File: src/design/aicr_pkg.sv
package aicr_pkg;

    // -------------------------------------------------------------
    // register indices and byte addresses (address = index * 4)
    // -------------------------------------------------------------
    localparam int unsigned IDX_VENDOR_CODE  = 'h100;
    localparam int unsigned IDX_PART_CODE    = 'h102;
    localparam int unsigned IDX_COMMAND      = 'h104;
    localparam int unsigned IDX_STATUS       = 'h106;
    localparam int unsigned IDX_HEADER       = 'h10e;
    localparam int unsigned IDX_PRIMARY_TIM  = 'h140;
    localparam int unsigned IDX_SECONDARY    = 'h144;
    localparam int unsigned IDX_IRQ_STATUS   = 'h160;
    localparam int unsigned IDX_IRQ_MASK     = 'h164;

    localparam logic [11:0] ADDR_VENDOR_CODE = 12'(IDX_VENDOR_CODE * 4);
    localparam logic [11:0] ADDR_PART_CODE   = 12'(IDX_PART_CODE * 4);
    localparam logic [11:0] ADDR_COMMAND     = 12'(IDX_COMMAND * 4);
    localparam logic [11:0] ADDR_STATUS      = 12'(IDX_STATUS * 4);
    localparam logic [11:0] ADDR_HEADER      = 12'(IDX_HEADER * 4);
    localparam logic [11:0] ADDR_PRIMARY_TIM = 12'(IDX_PRIMARY_TIM * 4);
    localparam logic [11:0] ADDR_SECONDARY   = 12'(IDX_SECONDARY * 4);
    localparam logic [11:0] ADDR_IRQ_STATUS  = 12'(IDX_IRQ_STATUS * 4);
    localparam logic [11:0] ADDR_IRQ_MASK    = 12'(IDX_IRQ_MASK * 4);

    // -------------------------------------------------------------
    // reset values and constants
    // -------------------------------------------------------------
    localparam logic [15:0] RST_COMMAND      = 16'h0000;
    localparam logic [15:0] RST_PRIMARY_TIM  = 16'h0000;
    localparam logic [3:0]  RST_SECONDARY    = 4'h0;
    localparam logic [2:0]  RST_IRQ_MASK     = 3'h0;
    localparam logic [7:0]  HEADER_FORMAT    = 8'h00;
    localparam logic [1:0]  SEL_TIMING_CODE  = 2'h1;
    localparam logic [1:0]  AXI_RESP_OKAY    = 2'h0;

    // -------------------------------------------------------------
    // field positions
    // -------------------------------------------------------------
    localparam int unsigned CMD_ENABLE_BIT   = 0;
    localparam int unsigned STS_SEL_LSB      = 9;
    localparam int unsigned STS_ABORT_LSB    = 11;
    localparam int unsigned PT_FAST_BANK     = 0;
    localparam int unsigned PT_READY_EN      = 1;
    localparam int unsigned PT_PREFETCH      = 2;
    localparam int unsigned PT_COMPAT        = 3;
    localparam int unsigned PT_DRIVE1_SHIFT  = 4;
    localparam int unsigned PT_RECOVERY_LSB  = 8;
    localparam int unsigned PT_SAMPLE_LSB    = 12;
    localparam int unsigned PT_SPLIT_BIT     = 14;
    localparam int unsigned PT_DECODE_BIT    = 15;
    localparam int unsigned SEC_RECOVERY_LSB = 0;
    localparam int unsigned SEC_SAMPLE_LSB   = 2;
    localparam logic [15:0] PT_WRITE_MASK    = 16'hf3ff;
    localparam logic [2:0]  RECOVERY_BASE    = 3'h4;
    localparam logic [2:0]  SAMPLE_BASE      = 3'h5;

    // per-drive timing set handed to the strobe generator
    typedef struct packed {
        logic       compat_timing;
        logic       prefetch_en;
        logic       ready_en;
        logic       fast_bank;
        logic [2:0] sample_clks;
        logic [2:0] recovery_clks;
    } aicr_drive_t;

endpackage : aicr_pkg

File: src/design/aicr_regs.sv
// Function
// [RQ1] vendor code reads a fixed 16-bit identity; writes ignored
// [RQ2] part code reads a fixed 16-bit identity; writes ignored
// [RQ3] software keeps command bit 0, interface enable, at one
// [RQ4] software writes command bits 15:1 only with reset value
// [RQ5] status bits 10:9 always read binary 01
// [RQ6] status bit 11 sets when interface signals an abort
// [RQ7] status bit 12 sets when interface receives a target abort
// [RQ8] status bit 13 sets when interface generates a master abort
// [RQ9] abort flags unaffected by reads; writing one clears, zero keeps
// [RQ10] software writes status reserved bits only with reset values
// [RQ11] software does not touch the drive control register set
// [RQ12] latency, bus-master address and ultra dma locations are reserved
// [RQ13] header format reads constant: type 0, single function
// [RQ14] recovery code 00..11 gives four down to one idle clocks
// [RQ15] ready sample code 00..11 gives five down to two clocks
// [RQ16] split enable gives drive 1 the secondary timing settings
// [RQ17] unmapped offsets read zero and ignore writes
//
// Implementation choice: the AXI4-Lite interface to the registers.
module aicr_regs
    import aicr_pkg::*;
#(
    parameter int          ADDR_W      = 12,
    parameter logic [15:0] VENDOR_CODE = 16'h1a2b,  // arbitrary value
    parameter logic [15:0] PART_CODE   = 16'h3c4d   // arbitrary value
) (
    input  wire logic              core_clk_i,
    input  wire logic              srst_i,
    // axi4-lite slave
    input  wire logic [ADDR_W-1:0] s_axi_awaddr_i,
    input  wire logic              s_axi_awvalid_i,
    output logic                   s_axi_awready_o,
    input  wire logic [31:0]       s_axi_wdata_i,
    input  wire logic [3:0]        s_axi_wstrb_i,
    input  wire logic              s_axi_wvalid_i,
    output logic                   s_axi_wready_o,
    output logic [1:0]             s_axi_bresp_o,
    output logic                   s_axi_bvalid_o,
    input  wire logic              s_axi_bready_i,
    input  wire logic [ADDR_W-1:0] s_axi_araddr_i,
    input  wire logic              s_axi_arvalid_i,
    output logic                   s_axi_arready_o,
    output logic [31:0]            s_axi_rdata_o,
    output logic [1:0]             s_axi_rresp_o,
    output logic                   s_axi_rvalid_o,
    input  wire logic              s_axi_rready_i,
    // abort events from the interface core, one-cycle pulses
    input  wire logic              signaled_abort_i,
    input  wire logic              abort_in_i,
    input  wire logic              master_abort_i,
    // settings to the strobe generator, and the interrupt
    output logic                   interface_enable_o,
    output logic                   decode_enable_o,
    output aicr_drive_t            drive0_timing_o,
    output aicr_drive_t            drive1_timing_o,
    output logic                   irq_o
);

    // -------------------------------------------------------------
    // elaboration checks
    // -------------------------------------------------------------
    if (ADDR_W < 12 || ADDR_W > 32) begin : g_bad_addr_w
        $error("aicr_regs: ADDR_W must lie between 12 and 32");
    end

    // -------------------------------------------------------------
    // declarations
    // -------------------------------------------------------------
    logic              awready_reg;
    logic              wready_reg;
    logic              bvalid_reg;
    logic              aw_held_reg;
    logic              w_held_reg;
    logic [ADDR_W-1:0] aw_addr_reg;
    logic [31:0]       w_data_reg;
    logic [3:0]        w_strb_reg;
    logic              arready_reg;
    logic              rvalid_reg;
    logic [31:0]       rdata_reg;
    logic [15:0]       command_reg;
    logic [15:0]       primary_reg;
    logic [3:0]        secondary_reg;
    logic [2:0]        irq_mask_reg;
    logic              irq_reg;
    logic              enable_reg;
    logic              decode_reg;
    aicr_drive_t       drive0_reg;
    aicr_drive_t       drive1_reg;
    logic [2:0]        abort_flags;
    logic [2:0]        irq_flags;
    logic [2:0]        events;
    logic [2:0]        abort_clr;
    logic [2:0]        irq_clr;
    logic              wr_fire;
    logic              rd_fire;
    logic [15:0]       wmask;
    logic [15:0]       wr_data16;
    logic [31:0]       rdata_next;
    logic              rd_hit_irq;

    // -------------------------------------------------------------
    // helpers
    // -------------------------------------------------------------
    function automatic logic is_addr(input logic [ADDR_W-1:0] a, input logic [11:0] c);
        return {a[ADDR_W-1:2], 2'b00} == ADDR_W'(c);
    endfunction : is_addr

    // low code means the slowest setting, so subtract from the base
    function automatic logic [2:0] to_clks(input logic [2:0] base, input logic [1:0] code);
        return base - {1'b0, code};
    endfunction : to_clks

    // -------------------------------------------------------------
    // write channel
    // -------------------------------------------------------------
    assign wr_fire = aw_held_reg && w_held_reg && !bvalid_reg;
    assign wmask   = {{8{w_strb_reg[1]}}, {8{w_strb_reg[0]}}};

    // address and data are taken in any order, one write at a time
    always_ff @(posedge core_clk_i) begin
        if (srst_i) begin
            awready_reg <= 1'b1;
            wready_reg  <= 1'b1;
            aw_held_reg <= 1'b0;
            w_held_reg  <= 1'b0;
            aw_addr_reg <= '0;
            w_data_reg  <= '0;
            w_strb_reg  <= '0;
        end else begin
            if (s_axi_awvalid_i && awready_reg) begin
                awready_reg <= 1'b0;
                aw_held_reg <= 1'b1;
                aw_addr_reg <= s_axi_awaddr_i;
            end
            if (s_axi_wvalid_i && wready_reg) begin
                wready_reg <= 1'b0;
                w_held_reg <= 1'b1;
                w_data_reg <= s_axi_wdata_i;
                w_strb_reg <= s_axi_wstrb_i;
            end
            if (wr_fire) begin
                aw_held_reg <= 1'b0;
                w_held_reg  <= 1'b0;
            end
            // reopen only after the response is taken
            if (bvalid_reg && s_axi_bready_i) begin
                awready_reg <= 1'b1;
                wready_reg  <= 1'b1;
            end
        end
    end

    // write response, always okay: unmapped writes simply vanish
    always_ff @(posedge core_clk_i) begin
        if (srst_i) begin
            bvalid_reg <= 1'b0;
        end else if (wr_fire) begin
            bvalid_reg <= 1'b1;
        end else if (s_axi_bready_i) begin
            bvalid_reg <= 1'b0;
        end
    end

    // -------------------------------------------------------------
    // writable registers
    // -------------------------------------------------------------
    assign wr_data16 = w_data_reg[15:0];

    // identity and reserved offsets have no write path at all
    always_ff @(posedge core_clk_i) begin  // see [RQ1] see [RQ2] see [RQ17]
        if (srst_i) begin
            command_reg   <= RST_COMMAND;
            primary_reg   <= RST_PRIMARY_TIM;
            secondary_reg <= RST_SECONDARY;
            irq_mask_reg  <= RST_IRQ_MASK;
        end else if (wr_fire) begin
            if (is_addr(aw_addr_reg, ADDR_COMMAND)) begin
                command_reg <= (command_reg & ~wmask) | (wr_data16 & wmask);
            end
            if (is_addr(aw_addr_reg, ADDR_PRIMARY_TIM)) begin
                primary_reg <= ((primary_reg & ~wmask) | (wr_data16 & wmask)) & PT_WRITE_MASK;
            end
            if (is_addr(aw_addr_reg, ADDR_SECONDARY) && w_strb_reg[0]) begin
                secondary_reg <= w_data_reg[3:0];
            end
            if (is_addr(aw_addr_reg, ADDR_IRQ_MASK) && w_strb_reg[0]) begin
                irq_mask_reg <= w_data_reg[2:0];
            end
        end
    end

    // -------------------------------------------------------------
    // abort flags and interrupt status
    // -------------------------------------------------------------
    assign events = {master_abort_i, abort_in_i, signaled_abort_i};  // see [RQ6] see [RQ7] see [RQ8]

    // write-one clears; reads never touch these flags
    assign abort_clr = (wr_fire && is_addr(aw_addr_reg, ADDR_STATUS) && w_strb_reg[1])
                       ? w_data_reg[STS_ABORT_LSB +: 3] : 3'h0;  // see [RQ9]

    // interrupt copies are separate so read-clear cannot hit the abort flags
    assign rd_hit_irq = is_addr(s_axi_araddr_i, ADDR_IRQ_STATUS);
    assign irq_clr    = (rd_fire && rd_hit_irq) ? 3'h7 : 3'h0;

    aicr_sticky #(
        .W (3)
    ) u_abort_flags (
        .core_clk_i (core_clk_i),
        .srst_i     (srst_i),
        .set_i      (events),
        .clr_i      (abort_clr),
        .flag_o     (abort_flags)
    );

    aicr_sticky #(
        .W (3)
    ) u_irq_flags (
        .core_clk_i (core_clk_i),
        .srst_i     (srst_i),
        .set_i      (events),
        .clr_i      (irq_clr),
        .flag_o     (irq_flags)
    );

    // level interrupt, one cycle behind the flags
    always_ff @(posedge core_clk_i) begin
        if (srst_i) begin
            irq_reg <= 1'b0;
        end else begin
            irq_reg <= |(irq_flags & irq_mask_reg);
        end
    end

    // -------------------------------------------------------------
    // read channel
    // -------------------------------------------------------------
    assign rd_fire = s_axi_arvalid_i && arready_reg;

    // read mux; anything not decoded, reserved windows included, is zero
    always_comb begin
        rdata_next = 32'h0;  // see [RQ12] see [RQ17]
        if (is_addr(s_axi_araddr_i, ADDR_VENDOR_CODE)) begin
            rdata_next[15:0] = VENDOR_CODE;  // see [RQ1]
        end else if (is_addr(s_axi_araddr_i, ADDR_PART_CODE)) begin
            rdata_next[15:0] = PART_CODE;  // see [RQ2]
        end else if (is_addr(s_axi_araddr_i, ADDR_COMMAND)) begin
            rdata_next[15:0] = command_reg;
        end else if (is_addr(s_axi_araddr_i, ADDR_STATUS)) begin
            rdata_next[STS_SEL_LSB +: 2]   = SEL_TIMING_CODE;  // see [RQ5]
            rdata_next[STS_ABORT_LSB +: 3] = abort_flags;
        end else if (is_addr(s_axi_araddr_i, ADDR_HEADER)) begin
            rdata_next[7:0] = HEADER_FORMAT;  // see [RQ13]
        end else if (is_addr(s_axi_araddr_i, ADDR_PRIMARY_TIM)) begin
            rdata_next[15:0] = primary_reg;
        end else if (is_addr(s_axi_araddr_i, ADDR_SECONDARY)) begin
            rdata_next[3:0] = secondary_reg;
        end else if (rd_hit_irq) begin
            rdata_next[2:0] = irq_flags;
        end else if (is_addr(s_axi_araddr_i, ADDR_IRQ_MASK)) begin
            rdata_next[2:0] = irq_mask_reg;
        end
    end

    // data answers the cycle after the address is taken
    always_ff @(posedge core_clk_i) begin
        if (srst_i) begin
            arready_reg <= 1'b1;
            rvalid_reg  <= 1'b0;
            rdata_reg   <= '0;
        end else if (rd_fire) begin
            arready_reg <= 1'b0;
            rvalid_reg  <= 1'b1;
            rdata_reg   <= rdata_next;
        end else if (rvalid_reg && s_axi_rready_i) begin
            arready_reg <= 1'b1;
            rvalid_reg  <= 1'b0;
        end
    end

    // -------------------------------------------------------------
    // drive timing decode
    // -------------------------------------------------------------
    // registered so the strobe generator sees clean settled settings
    always_ff @(posedge core_clk_i) begin
        if (srst_i) begin
            enable_reg <= 1'b0;
            decode_reg <= 1'b0;
            drive0_reg <= '0;
            drive1_reg <= '0;
        end else begin
            enable_reg <= command_reg[CMD_ENABLE_BIT];
            decode_reg <= primary_reg[PT_DECODE_BIT];
            drive0_reg.fast_bank     <= primary_reg[PT_FAST_BANK];
            drive0_reg.ready_en      <= primary_reg[PT_READY_EN];
            drive0_reg.prefetch_en   <= primary_reg[PT_PREFETCH];
            drive0_reg.compat_timing <= primary_reg[PT_COMPAT];
            drive0_reg.recovery_clks <= to_clks(RECOVERY_BASE,
                                        primary_reg[PT_RECOVERY_LSB +: 2]);  // see [RQ14]
            drive0_reg.sample_clks   <= to_clks(SAMPLE_BASE,
                                        primary_reg[PT_SAMPLE_LSB +: 2]);  // see [RQ15]
            drive1_reg.fast_bank     <= primary_reg[PT_DRIVE1_SHIFT + PT_FAST_BANK];
            drive1_reg.ready_en      <= primary_reg[PT_DRIVE1_SHIFT + PT_READY_EN];
            drive1_reg.prefetch_en   <= primary_reg[PT_DRIVE1_SHIFT + PT_PREFETCH];
            drive1_reg.compat_timing <= primary_reg[PT_DRIVE1_SHIFT + PT_COMPAT];
            if (primary_reg[PT_SPLIT_BIT]) begin  // see [RQ16]
                drive1_reg.recovery_clks <= to_clks(RECOVERY_BASE,
                                            secondary_reg[SEC_RECOVERY_LSB +: 2]);
                drive1_reg.sample_clks   <= to_clks(SAMPLE_BASE,
                                            secondary_reg[SEC_SAMPLE_LSB +: 2]);
            end else begin
                drive1_reg.recovery_clks <= to_clks(RECOVERY_BASE,
                                            primary_reg[PT_RECOVERY_LSB +: 2]);
                drive1_reg.sample_clks   <= to_clks(SAMPLE_BASE,
                                            primary_reg[PT_SAMPLE_LSB +: 2]);
            end
        end
    end

    // -------------------------------------------------------------
    // outputs
    // -------------------------------------------------------------
    assign s_axi_awready_o    = awready_reg;
    assign s_axi_wready_o     = wready_reg;
    assign s_axi_bvalid_o     = bvalid_reg;
    assign s_axi_bresp_o      = AXI_RESP_OKAY;
    assign s_axi_arready_o    = arready_reg;
    assign s_axi_rvalid_o     = rvalid_reg;
    assign s_axi_rdata_o      = rdata_reg;
    assign s_axi_rresp_o      = AXI_RESP_OKAY;
    assign interface_enable_o = enable_reg;
    assign decode_enable_o    = decode_reg;
    assign drive0_timing_o    = drive0_reg;
    assign drive1_timing_o    = drive1_reg;
    assign irq_o              = irq_reg;

    // -------------------------------------------------------------
    // assertions
    // -------------------------------------------------------------
    property p_vendor_read;
        @(posedge core_clk_i) disable iff (srst_i)
        rd_fire && is_addr(s_axi_araddr_i, ADDR_VENDOR_CODE)
            |=> s_axi_rvalid_o && s_axi_rdata_o == {16'h0, VENDOR_CODE};
    endproperty
    a_vendor_read: assert property (p_vendor_read) else $error("vendor code misread"); // see [RQ1]

    property p_part_read;
        @(posedge core_clk_i) disable iff (srst_i)
        rd_fire && is_addr(s_axi_araddr_i, ADDR_PART_CODE)
            |=> s_axi_rdata_o[15:0] == PART_CODE;
    endproperty
    a_part_read: assert property (p_part_read) else $error("part code misread"); // see [RQ2]

    property p_sel_timing;
        @(posedge core_clk_i) disable iff (srst_i)
        rd_fire && is_addr(s_axi_araddr_i, ADDR_STATUS)
            |=> s_axi_rdata_o[10:9] == 2'b01 && s_axi_rdata_o[8:0] == 9'h0;
    endproperty
    a_sel_timing: assert property (p_sel_timing) else $error("select timing not 01"); // see [RQ5]

    property p_sig_abort;
        @(posedge core_clk_i) disable iff (srst_i)
        signaled_abort_i |=> abort_flags[0] && irq_flags[0];
    endproperty
    a_sig_abort: assert property (p_sig_abort) else $error("signaled abort lost"); // see [RQ6]

    property p_recv_abort;
        @(posedge core_clk_i) disable iff (srst_i)
        abort_in_i |=> abort_flags[1];
    endproperty
    a_recv_abort: assert property (p_recv_abort) else $error("received abort lost"); // see [RQ7]

    property p_master_abort;
        @(posedge core_clk_i) disable iff (srst_i)
        master_abort_i |=> abort_flags[2];
    endproperty
    a_master_abort: assert property (p_master_abort) else $error("master abort lost"); // see [RQ8]

    property p_read_keeps;
        @(posedge core_clk_i) disable iff (srst_i)
        rd_fire && is_addr(s_axi_araddr_i, ADDR_STATUS) && !wr_fire && events == 3'h0
            |=> abort_flags == $past(abort_flags);
    endproperty
    a_read_keeps: assert property (p_read_keeps) else $error("read altered flags"); // see [RQ9]

    property p_w1c;
        @(posedge core_clk_i) disable iff (srst_i)
        wr_fire && is_addr(aw_addr_reg, ADDR_STATUS) && w_strb_reg[1]
            && w_data_reg[13] && !master_abort_i
            |=> !abort_flags[2] ##1 s_axi_bvalid_o || $past(s_axi_bready_i);
    endproperty
    a_w1c: assert property (p_w1c) else $error("write one did not clear"); // see [RQ9]

    property p_reserved_zero;
        @(posedge core_clk_i) disable iff (srst_i)
        rd_fire && is_addr(s_axi_araddr_i, 12'h434)
            |=> s_axi_rdata_o == 32'h0;
    endproperty
    a_reserved_zero: assert property (p_reserved_zero) else $error("reserved not zero"); // see [RQ17]

    property p_split;
        @(posedge core_clk_i) disable iff (srst_i)
        primary_reg[PT_SPLIT_BIT] && $stable(secondary_reg) && $stable(primary_reg)
            |=> drive1_timing_o.recovery_clks == 3'h4 - {1'b0, $past(secondary_reg[1:0])}
                && drive0_timing_o.sample_clks == 3'h5 - {1'b0, $past(primary_reg[13:12])};
    endproperty
    a_split: assert property (p_split) else $error("split timing wrong"); // see [RQ16]

endmodule : aicr_regs

File: src/design/aicr_sticky.sv
module aicr_sticky
    import aicr_pkg::*;
#(
    parameter int W = 3
) (
    input  wire logic         core_clk_i,
    input  wire logic         srst_i,
    input  wire logic [W-1:0] set_i,
    input  wire logic [W-1:0] clr_i,
    output logic      [W-1:0] flag_o
);

    if (W < 1) begin : g_bad_w
        $error("aicr_sticky: W must be at least 1");
    end

    // set beats clear so an event in the clearing cycle survives
    always_ff @(posedge core_clk_i) begin
        if (srst_i) begin
            flag_o <= '0;
        end else begin
            flag_o <= (flag_o & ~clr_i) | set_i;
        end
    end

endmodule : aicr_sticky

File: config.mk
export PLATFORM = sky130hd
export DESIGN_NAME = aicr_regs
export DESIGN_NICKNAME = d
export VERILOG_FILES = /design/src/design/aicr_pkg.sv /design/src/design/aicr_regs.sv /design/src/design/aicr_sticky.sv
export SDC_FILE = /design/constraint.sdc
export NUM_CORES = 1
export LEC_CHECK = 0
export BUFFER_PORTS_ARGS = -buffer_cell sky130_fd_sc_hd__buf_2
export CAP_MARGIN = 20
export CELL_PAD_IN_SITES_DETAIL_PLACEMENT = 0
export CELL_PAD_IN_SITES_GLOBAL_PLACEMENT = 2
export CORE_MARGIN = 1
export CORE_UTILIZATION = 30
export CTS_BUF_LIST = sky130_fd_sc_hd__clkbuf_16
export CTS_CLUSTER_SIZE = 25
export DETAILED_ROUTE_END_ITERATION = 12
export PLACE_DENSITY = 0.87
export RECOVER_POWER = 100
export SLEW_MARGIN = 15
export SYNTH_ARGS = -nofsm -noshare
export SYNTH_HDL_FRONTEND = slang
export SYNTH_SLANG_ARGS = --single-unit
File: constraint.sdc
create_clock -name core_clk_i -period 2 [get_ports core_clk_i]
set_input_delay 0 -clock core_clk_i [delete_from_list [all_inputs] [get_ports core_clk_i]]
set_output_delay 0 -clock core_clk_i [all_outputs]
set_load 0.02 [all_outputs]
==> results.json, run 1 <==
{
  "power.leakage_nw": 2.33,
  "die_w_um": 130,
  "finalCritPeriodShare": 0.932,
  "hold_class": "in -> reg",
  "fp.dieH_um": 130,
  "tritoncts": "built",
  "synth_cell_types": 58,
  "drive_gt1_frac": 0.127,
  "drc_errors": 0,
  "synth_area_leaders": "dfxtp_1, a21oi_1, nand2_1",
  "clockBufferDepth": 2,
  "routed_wl_um": 13700,
  "placement.io_buffers": 91,
  "design_area_sq_um": 6320,
  "numCtsBuffers": 17,
  "grt_pass1_wl_um": 21800,
  "setup_viol": 0,
  "vias": 4474,
  "worstMarginPinSlew_ns": 0.857,
  "cts-hold-fix-buffers": 37,
  "cts_setup_buffers": 0,
  "gp_congestion": 0.866,
  "synthMostInstantiatedCell": "dfxtp_1",
  "area_growth_pct": 27.8,
  "required_ns": 2.27,
  "ys_seq_elements": 117,
  "drt_iter0_markers": 356,
  "dieArea_sq_um": 17000,
  "placed_area_sq_um": 5560,
  "yosys.area_share.adder": 0.00506,
  "synth.top_cell.area_share": 0.473,
  "fin_crit_ns": 1.86,
  "crit_path_start": "w_held_reg",
  "avgViaCountPerCell": 4.79,
  "synthFlopType": "dfxtp_1",
  "end_kind": "register",
  "grt_max_degree": 106,
  "finish.utilization": 0.395,
  "critPathArrivalTime_ns": 2.13,
  "syn_inst": 585,
  "postRouteAntennaNets": 0,
  "synth_xor_area_frac": 0,
  "route.met2.wl_um": 5870,
  "path_max_fanout": 19,
  "synth-edff-count": 0,
  "yosys_warnings": 0,
  "htree_levels": 4,
  "finalMaxSlewViolations": 0,
  "grt_pass1_vias": 4306,
  "yosysTopAreaCell": "dfxtp_1",
  "max_clock_freq_mhz": 536,
  "maxSlewHeadroom": 0.428,
  "synth_seq_area_share": 0.473,
  "async_flop_share": 0,
  "final_nets": 779,
  "clockRootBuffer": "clkbuf_16",
  "finalHoldViolations": 0,
  "diodes": 0,
  "clock_sinks": 117,
  "grt_use_total": 0.167,
  "synth_top_family_by_area": "simple AND/OR/NAND/NOR gates",
  "min-delay-start": "srst_i",
  "antenna_found_initial": 0,
  "r2r-start": "w_held_reg",
  "setup-tns-final_ns": 0,
  "critPathLaunchType": "register",
  "avgSynthCellArea_sq_um": 8.46,
  "run_status": "complete, no violations",
  "initial_core_util": 0.309,
  "wl_met1_um": 6630,
  "first_pass_iters": 5,
  "fp-row-count": 46,
  "io-pin-count": 134,
  "clk_latency_ns": 0.41,
  "rsz0062_at_grt": "no",
  "fin_skew_ns": 0.00793,
  "synthMuxAreaShare": 0.0288,
  "core_sq_um": 16000,
  "syn-cell-area_sq_um": 4950,
  "dp_hpwl_um": 9850,
  "clk_pin_slew_ns": 0.05,
  "ctsResizeCount": 0,
  "grt.overflow.total": 0,
  "crit_type": "reg -> reg",
  "max-vdd-ir-drop_v": 0.000528,
  "wl_per_cell_um": 14.6,
  "dr_wl_met3_um": 756,
  "synth_compound_area_frac": 0.195,
  "top_layer_used": "met4",
  "maxCapViolations": 0,
  "synth-simple-area-share": 0.224,
  "p_per_area_nw_per_um2": 854,
  "synth_common_cells": "dfxtp_1, a21oi_1, nand2_1, o21ai_0"
}
## stage by stage
step,power (mW),hold WS [ns],setup WS [ns],std cells
floorplan,2.81,0.100,0.176,604
global placement,2.93,0.208,0.198,867
detailed placement,2.94,0.218,0.167,867
CTS,5.47,0.0405,0.145,934
global route,5.64,0.0918,0.00838,934
finish,5.40,0.0518,0.135,934
## worst max-delay path, stage by stage, from the launching register on
cell and delay, ns:
dfxtp_1 0.40, nand4bb_1 0.24, or4_1 0.53, buf_4 0.21
o31ai_1 0.25, a21oi_1 0.09
## cells in the final DEF (no fill, tap or decap), types with 3 or more instances in the layout
master         instances
nand3b_1               3
nand3_1               30
nor2_1                30
a211oi_1               4
and2_0                 3
o211ai_1               3
inv_1                 24
nand2_1               77
conb_1                20
buf_4                 12
nor2b_1               20
clkbuf_16             17
a31oi_1                3
clkbuf_1              45
o21ai_0               46
nand2b_1               9
dfxtp_1              117
a21oi_1               77
dlygate4sd3_1         37
nand4_1                8
or4_1                  4
nor3_1                 3
buf_2                 46
clkinv_2               4
nor3b_1                6
mux2i_1               12
a22oi_1                7
and3_1                 4
o31ai_1                4
## where the power goes
group | leakage (nW) | switching, mW | internal, mW
sequential | 0.954 | 0.0576 | 2.40
combinational | 1.12 | 0.291 | 0.185
clock | 0.260 | 0.954 | 1.51
## layer usage
| layer | global-route usage | vias to the layer above |
|---|---|---|
| li1 | - | 2249 |
| met1 | 0.217 | 2037 |
| met2 | 0.260 | 158 |
| met3 | 0.0407 | 30 |
| met4 | 0.0825 | 0 |
| met5 | 0 | - |
## cell families after synthesis
kind of cell	Yosys count
and+or+nand+nor	213
AOI/OAI and AO/OA	163
DFF	117
buffers and inverters	75
muxes	14
adders and majority gates	2
other	1
## path summary, 6_finish.rpt
check                             to  slack, ns  cells past startpoint
max          u_abort_flags.flag_o[2]       0.14                      5
min                 s_axi_rdata_o[6]       0.05                      4
max reg2reg  u_abort_flags.flag_o[2]       0.14                      5
min reg2reg            w_strb_reg[0]       0.45                      2
## cell type report
type,instances,area (sq um)
flip-flops and latches,117,2340
fillers,1740,9680
clock inverters,13,57.6
multi-input cells,412,2280
clock buffers,17,425
repair buffers,141,880
inverters,18,67.6
well taps,216,270
Power figures use the tool's default switching activity.
==> run 2: changes to the inputs <==
- ABC_AREA: unset -> 1
- CORE_UTILIZATION: 30 -> 29
==> run 2 against run 1 <==
Compared with the run above:
- setup slack better by 0.12 ns
- first-iteration DRC count decreased by 62%
- maximum frequency is 6.7% higher
- final cell count rose by 2.9%
- global-route usage decreased by 1.3 points
- clock power is 37% higher
- non-clock buffer count fell by 8
- hold slack gained 0.037 ns
- sequential cell count is the same
- register-to-register slack improved by 0.12 ns
- clock-buffer cell count did not move
- critical path type unchanged
==> results.json, run 2 <==
{
  "grt_pass1_vias": 3972,
  "holdPathEnd": "u_irq_flags.flag_o[2]",
  "placed_area_sq_um": 5320,
  "io-pin-count": 134,
  "synth-edff-count": 0,
  "p_total_mw": 6.30,
  "critPathLaunchType": "register",
  "avgViaCountPerCell": 4.32,
  "reg2reg_depth": 8,
  "setup_viol": 0,
  "clockRootBuffer": "clkbuf_16",
  "clk_latency_ns": 0.41,
  "required_ns": 2.34,
  "gp_congestion": 0.820,
  "placement.io_buffers": 91,
  "drive_gt1_frac": 0.130,
  "grt.overflow.total": 0,
  "synth_seq_area_share": 0.496,
  "preCtsSetupSlack_ns": 0.330,
  "ctsResizeCount": 0,
  "fin_crit_ns": 1.75,
  "postRouteAntennaNets": 0,
  "end_kind": "register",
  "synth.top_cell.area_share": 0.496,
  "fp-row-count": 46,
  "clk_pin_slew_ns": 0.05,
  "fillCellCount": 1690,
  "maxSlewHeadroom": 0.557,
  "clock_sinks": 117,
  "syn-cell-area_sq_um": 4720,
  "path_max_fanout": 16,
  "setup-tns-final_ns": 0,
  "final_cell_mix": "dfxtp_1, nand2_1, inv_1, a21oi_1, o21ai_0",
  "yosys_warnings": 0,
  "finalMaxSlewViolations": 0,
  "drt_iter0_markers": 136,
  "dp_hpwl_um": 9040,
  "synthFlopType": "dfxtp_1",
  "max_clock_freq_mhz": 572,
  "setup_ws_ns": 0.252,
  "power.leakage_nw": 2.63,
  "reg2reg_slack_ns": 0.25,
  "synth_common_cells": "dfxtp_1, inv_1, nand2_1, a21oi_1, o21ai_0",
  "clockBufferDepth": 2,
  "grt_max_degree": 70,
  "design_area_sq_um": 6240,
  "max-vdd-ir-drop_v": 0.000597,
  "async_flop_share": 0,
  "holdPathStages": 5,
  "drc_errors": 0,
  "grt_use_total": 0.154,
  "syn_inst": 604,
  "synth_area_leaders": "dfxtp_1, a21oi_1, o21ai_0",
  "final_common_cell": "dfxtp_1",
  "antenna_found_initial": 0,
  "area_growth_pct": 32.1,
  "die_w_um": 130,
  "fp.dieH_um": 130,
  "critPathArrivalTime_ns": 2.08,
  "fin_skew_ns": 0.0126,
  "r2r-start": "aw_addr_reg[10]",
  "synth_cell_types": 39,
  "dieArea_sq_um": 16800,
  "synthMostInstantiatedCell": "dfxtp_1",
  "first_pass_iters": 4,
  "maxCapViolations": 0,
  "numCtsBuffers": 17,
  "min-delay-start": "s_axi_araddr_i[5]",
  "yosysTopAreaCell": "dfxtp_1",
  "p_per_area_nw_per_um2": 1010,
  "wl_per_cell_um": 12.8,
  "finalCritPeriodShare": 0.874,
  "finalHoldViolations": 0,
  "hold_class": "in -> reg",
  "worstMarginPinSlew_ns": 0.665,
  "diodes": 0,
  "crit_type": "reg -> reg",
  "grt_pass1_wl_um": 19800,
  "rsz0062_at_grt": "no",
  "routed_wl_um": 12300,
  "htree_levels": 4,
  "tritoncts": "built",
  "vias": 4151,
  "initial_core_util": 0.297,
  "run_status": "complete, no violations",
  "ys_seq_elements": 117,
  "core_sq_um": 15900,
  "avgSynthCellArea_sq_um": 7.82,
  "final_nets": 805
}
run 2: changes by cell type in the layout (fill, tap and decap cells not counted), sizes merged, moves of 12 or more:
cell,before,now
inv,24,83
nor2b,20,0
mux2i,12,0
o21ai,48,78
nand3,30,15
nor2,30,67
run 2: stage by stage:
step	hold WS, ns	util	cells
after floorplan	0.149	-	623
after global placement	0.254	0.335	896
after detailed placement	0.258	0.335	896
after CTS	0.0604	0.398	961
after global routing	0.118	0.393	961
final	0.0884	0.393	961
run 2: cells by family after synthesis:
group | share of synthesized area
AO/OA/AOI/OAI | 0.204
adder cells (fa/ha/maj) | 0.00530
buffers and inverters | 0.120
AND/OR/NAND/NOR | 0.174
other | 0.000794
flip-flops | 0.496
run 2: repair_timing:
action                                 CTS  global route
hold buffers                            34             0
endpoints found under the hold margin   40             0
buffers inserted                         0             0
run 2: worst max-delay path: stages, from the launching register on:
cell and delay, ns:
dfxtp_1 0.31, inv_1 0.05, or2_0 0.23, or2_4 0.29
nor2_8 0.10, nand2_4 0.08, nor2_4 0.34, o21ai_0 0.14
a21oi_1 0.14
run 2: where the power goes:
| part | total, mW | switching [mW] | internal [mW] |
|---|---|---|---|
| logic | 0.467 | 0.306 | 0.161 |
| registers | 2.46 | 0.0439 | 2.42 |
| clock network | 3.37 | 1.05 | 2.32 |
run 2: worst max path at each step:
stage	startpoint	endpoint	slack, ns
2_1_floorplan	s_axi_bvalid_o	register	0.48
3_3_place_gp	s_axi_araddr_i[11]	s_axi_rdata_o[2]	0.33
3_5_place_dp	s_axi_araddr_i[6]	s_axi_rdata_o[15]	0.33
4_1_cts	aw_addr_reg[10]	register	0.33
5_1_grt	aw_addr_reg[10]	register	0.09
6_report	aw_addr_reg[10]	register	0.25
run 2: layer usage:
layer / track usage / routed length (um)
met1: 0.205 / 6250
met2: 0.241 / 5260
met4: 0.0451 / 119
met3: 0.0450 / 663
met5: 0 / 0
run 2: final cells by class:
| type | count | area [sq um] | share of cell area |
|---|---|---|---|
| clock buffer | 17 | 425 | 0.0682 |
| multi-input combinational | 381 | 1870 | 0.299 |
| sequential | 117 | 2340 | 0.376 |
| timing repair buffer | 133 | 790 | 0.127 |
| clock inverter | 14 | 233 | 0.0373 |
| tap | 216 | 270 | 0.0433 |
| inverter | 83 | 312 | 0.0499 |
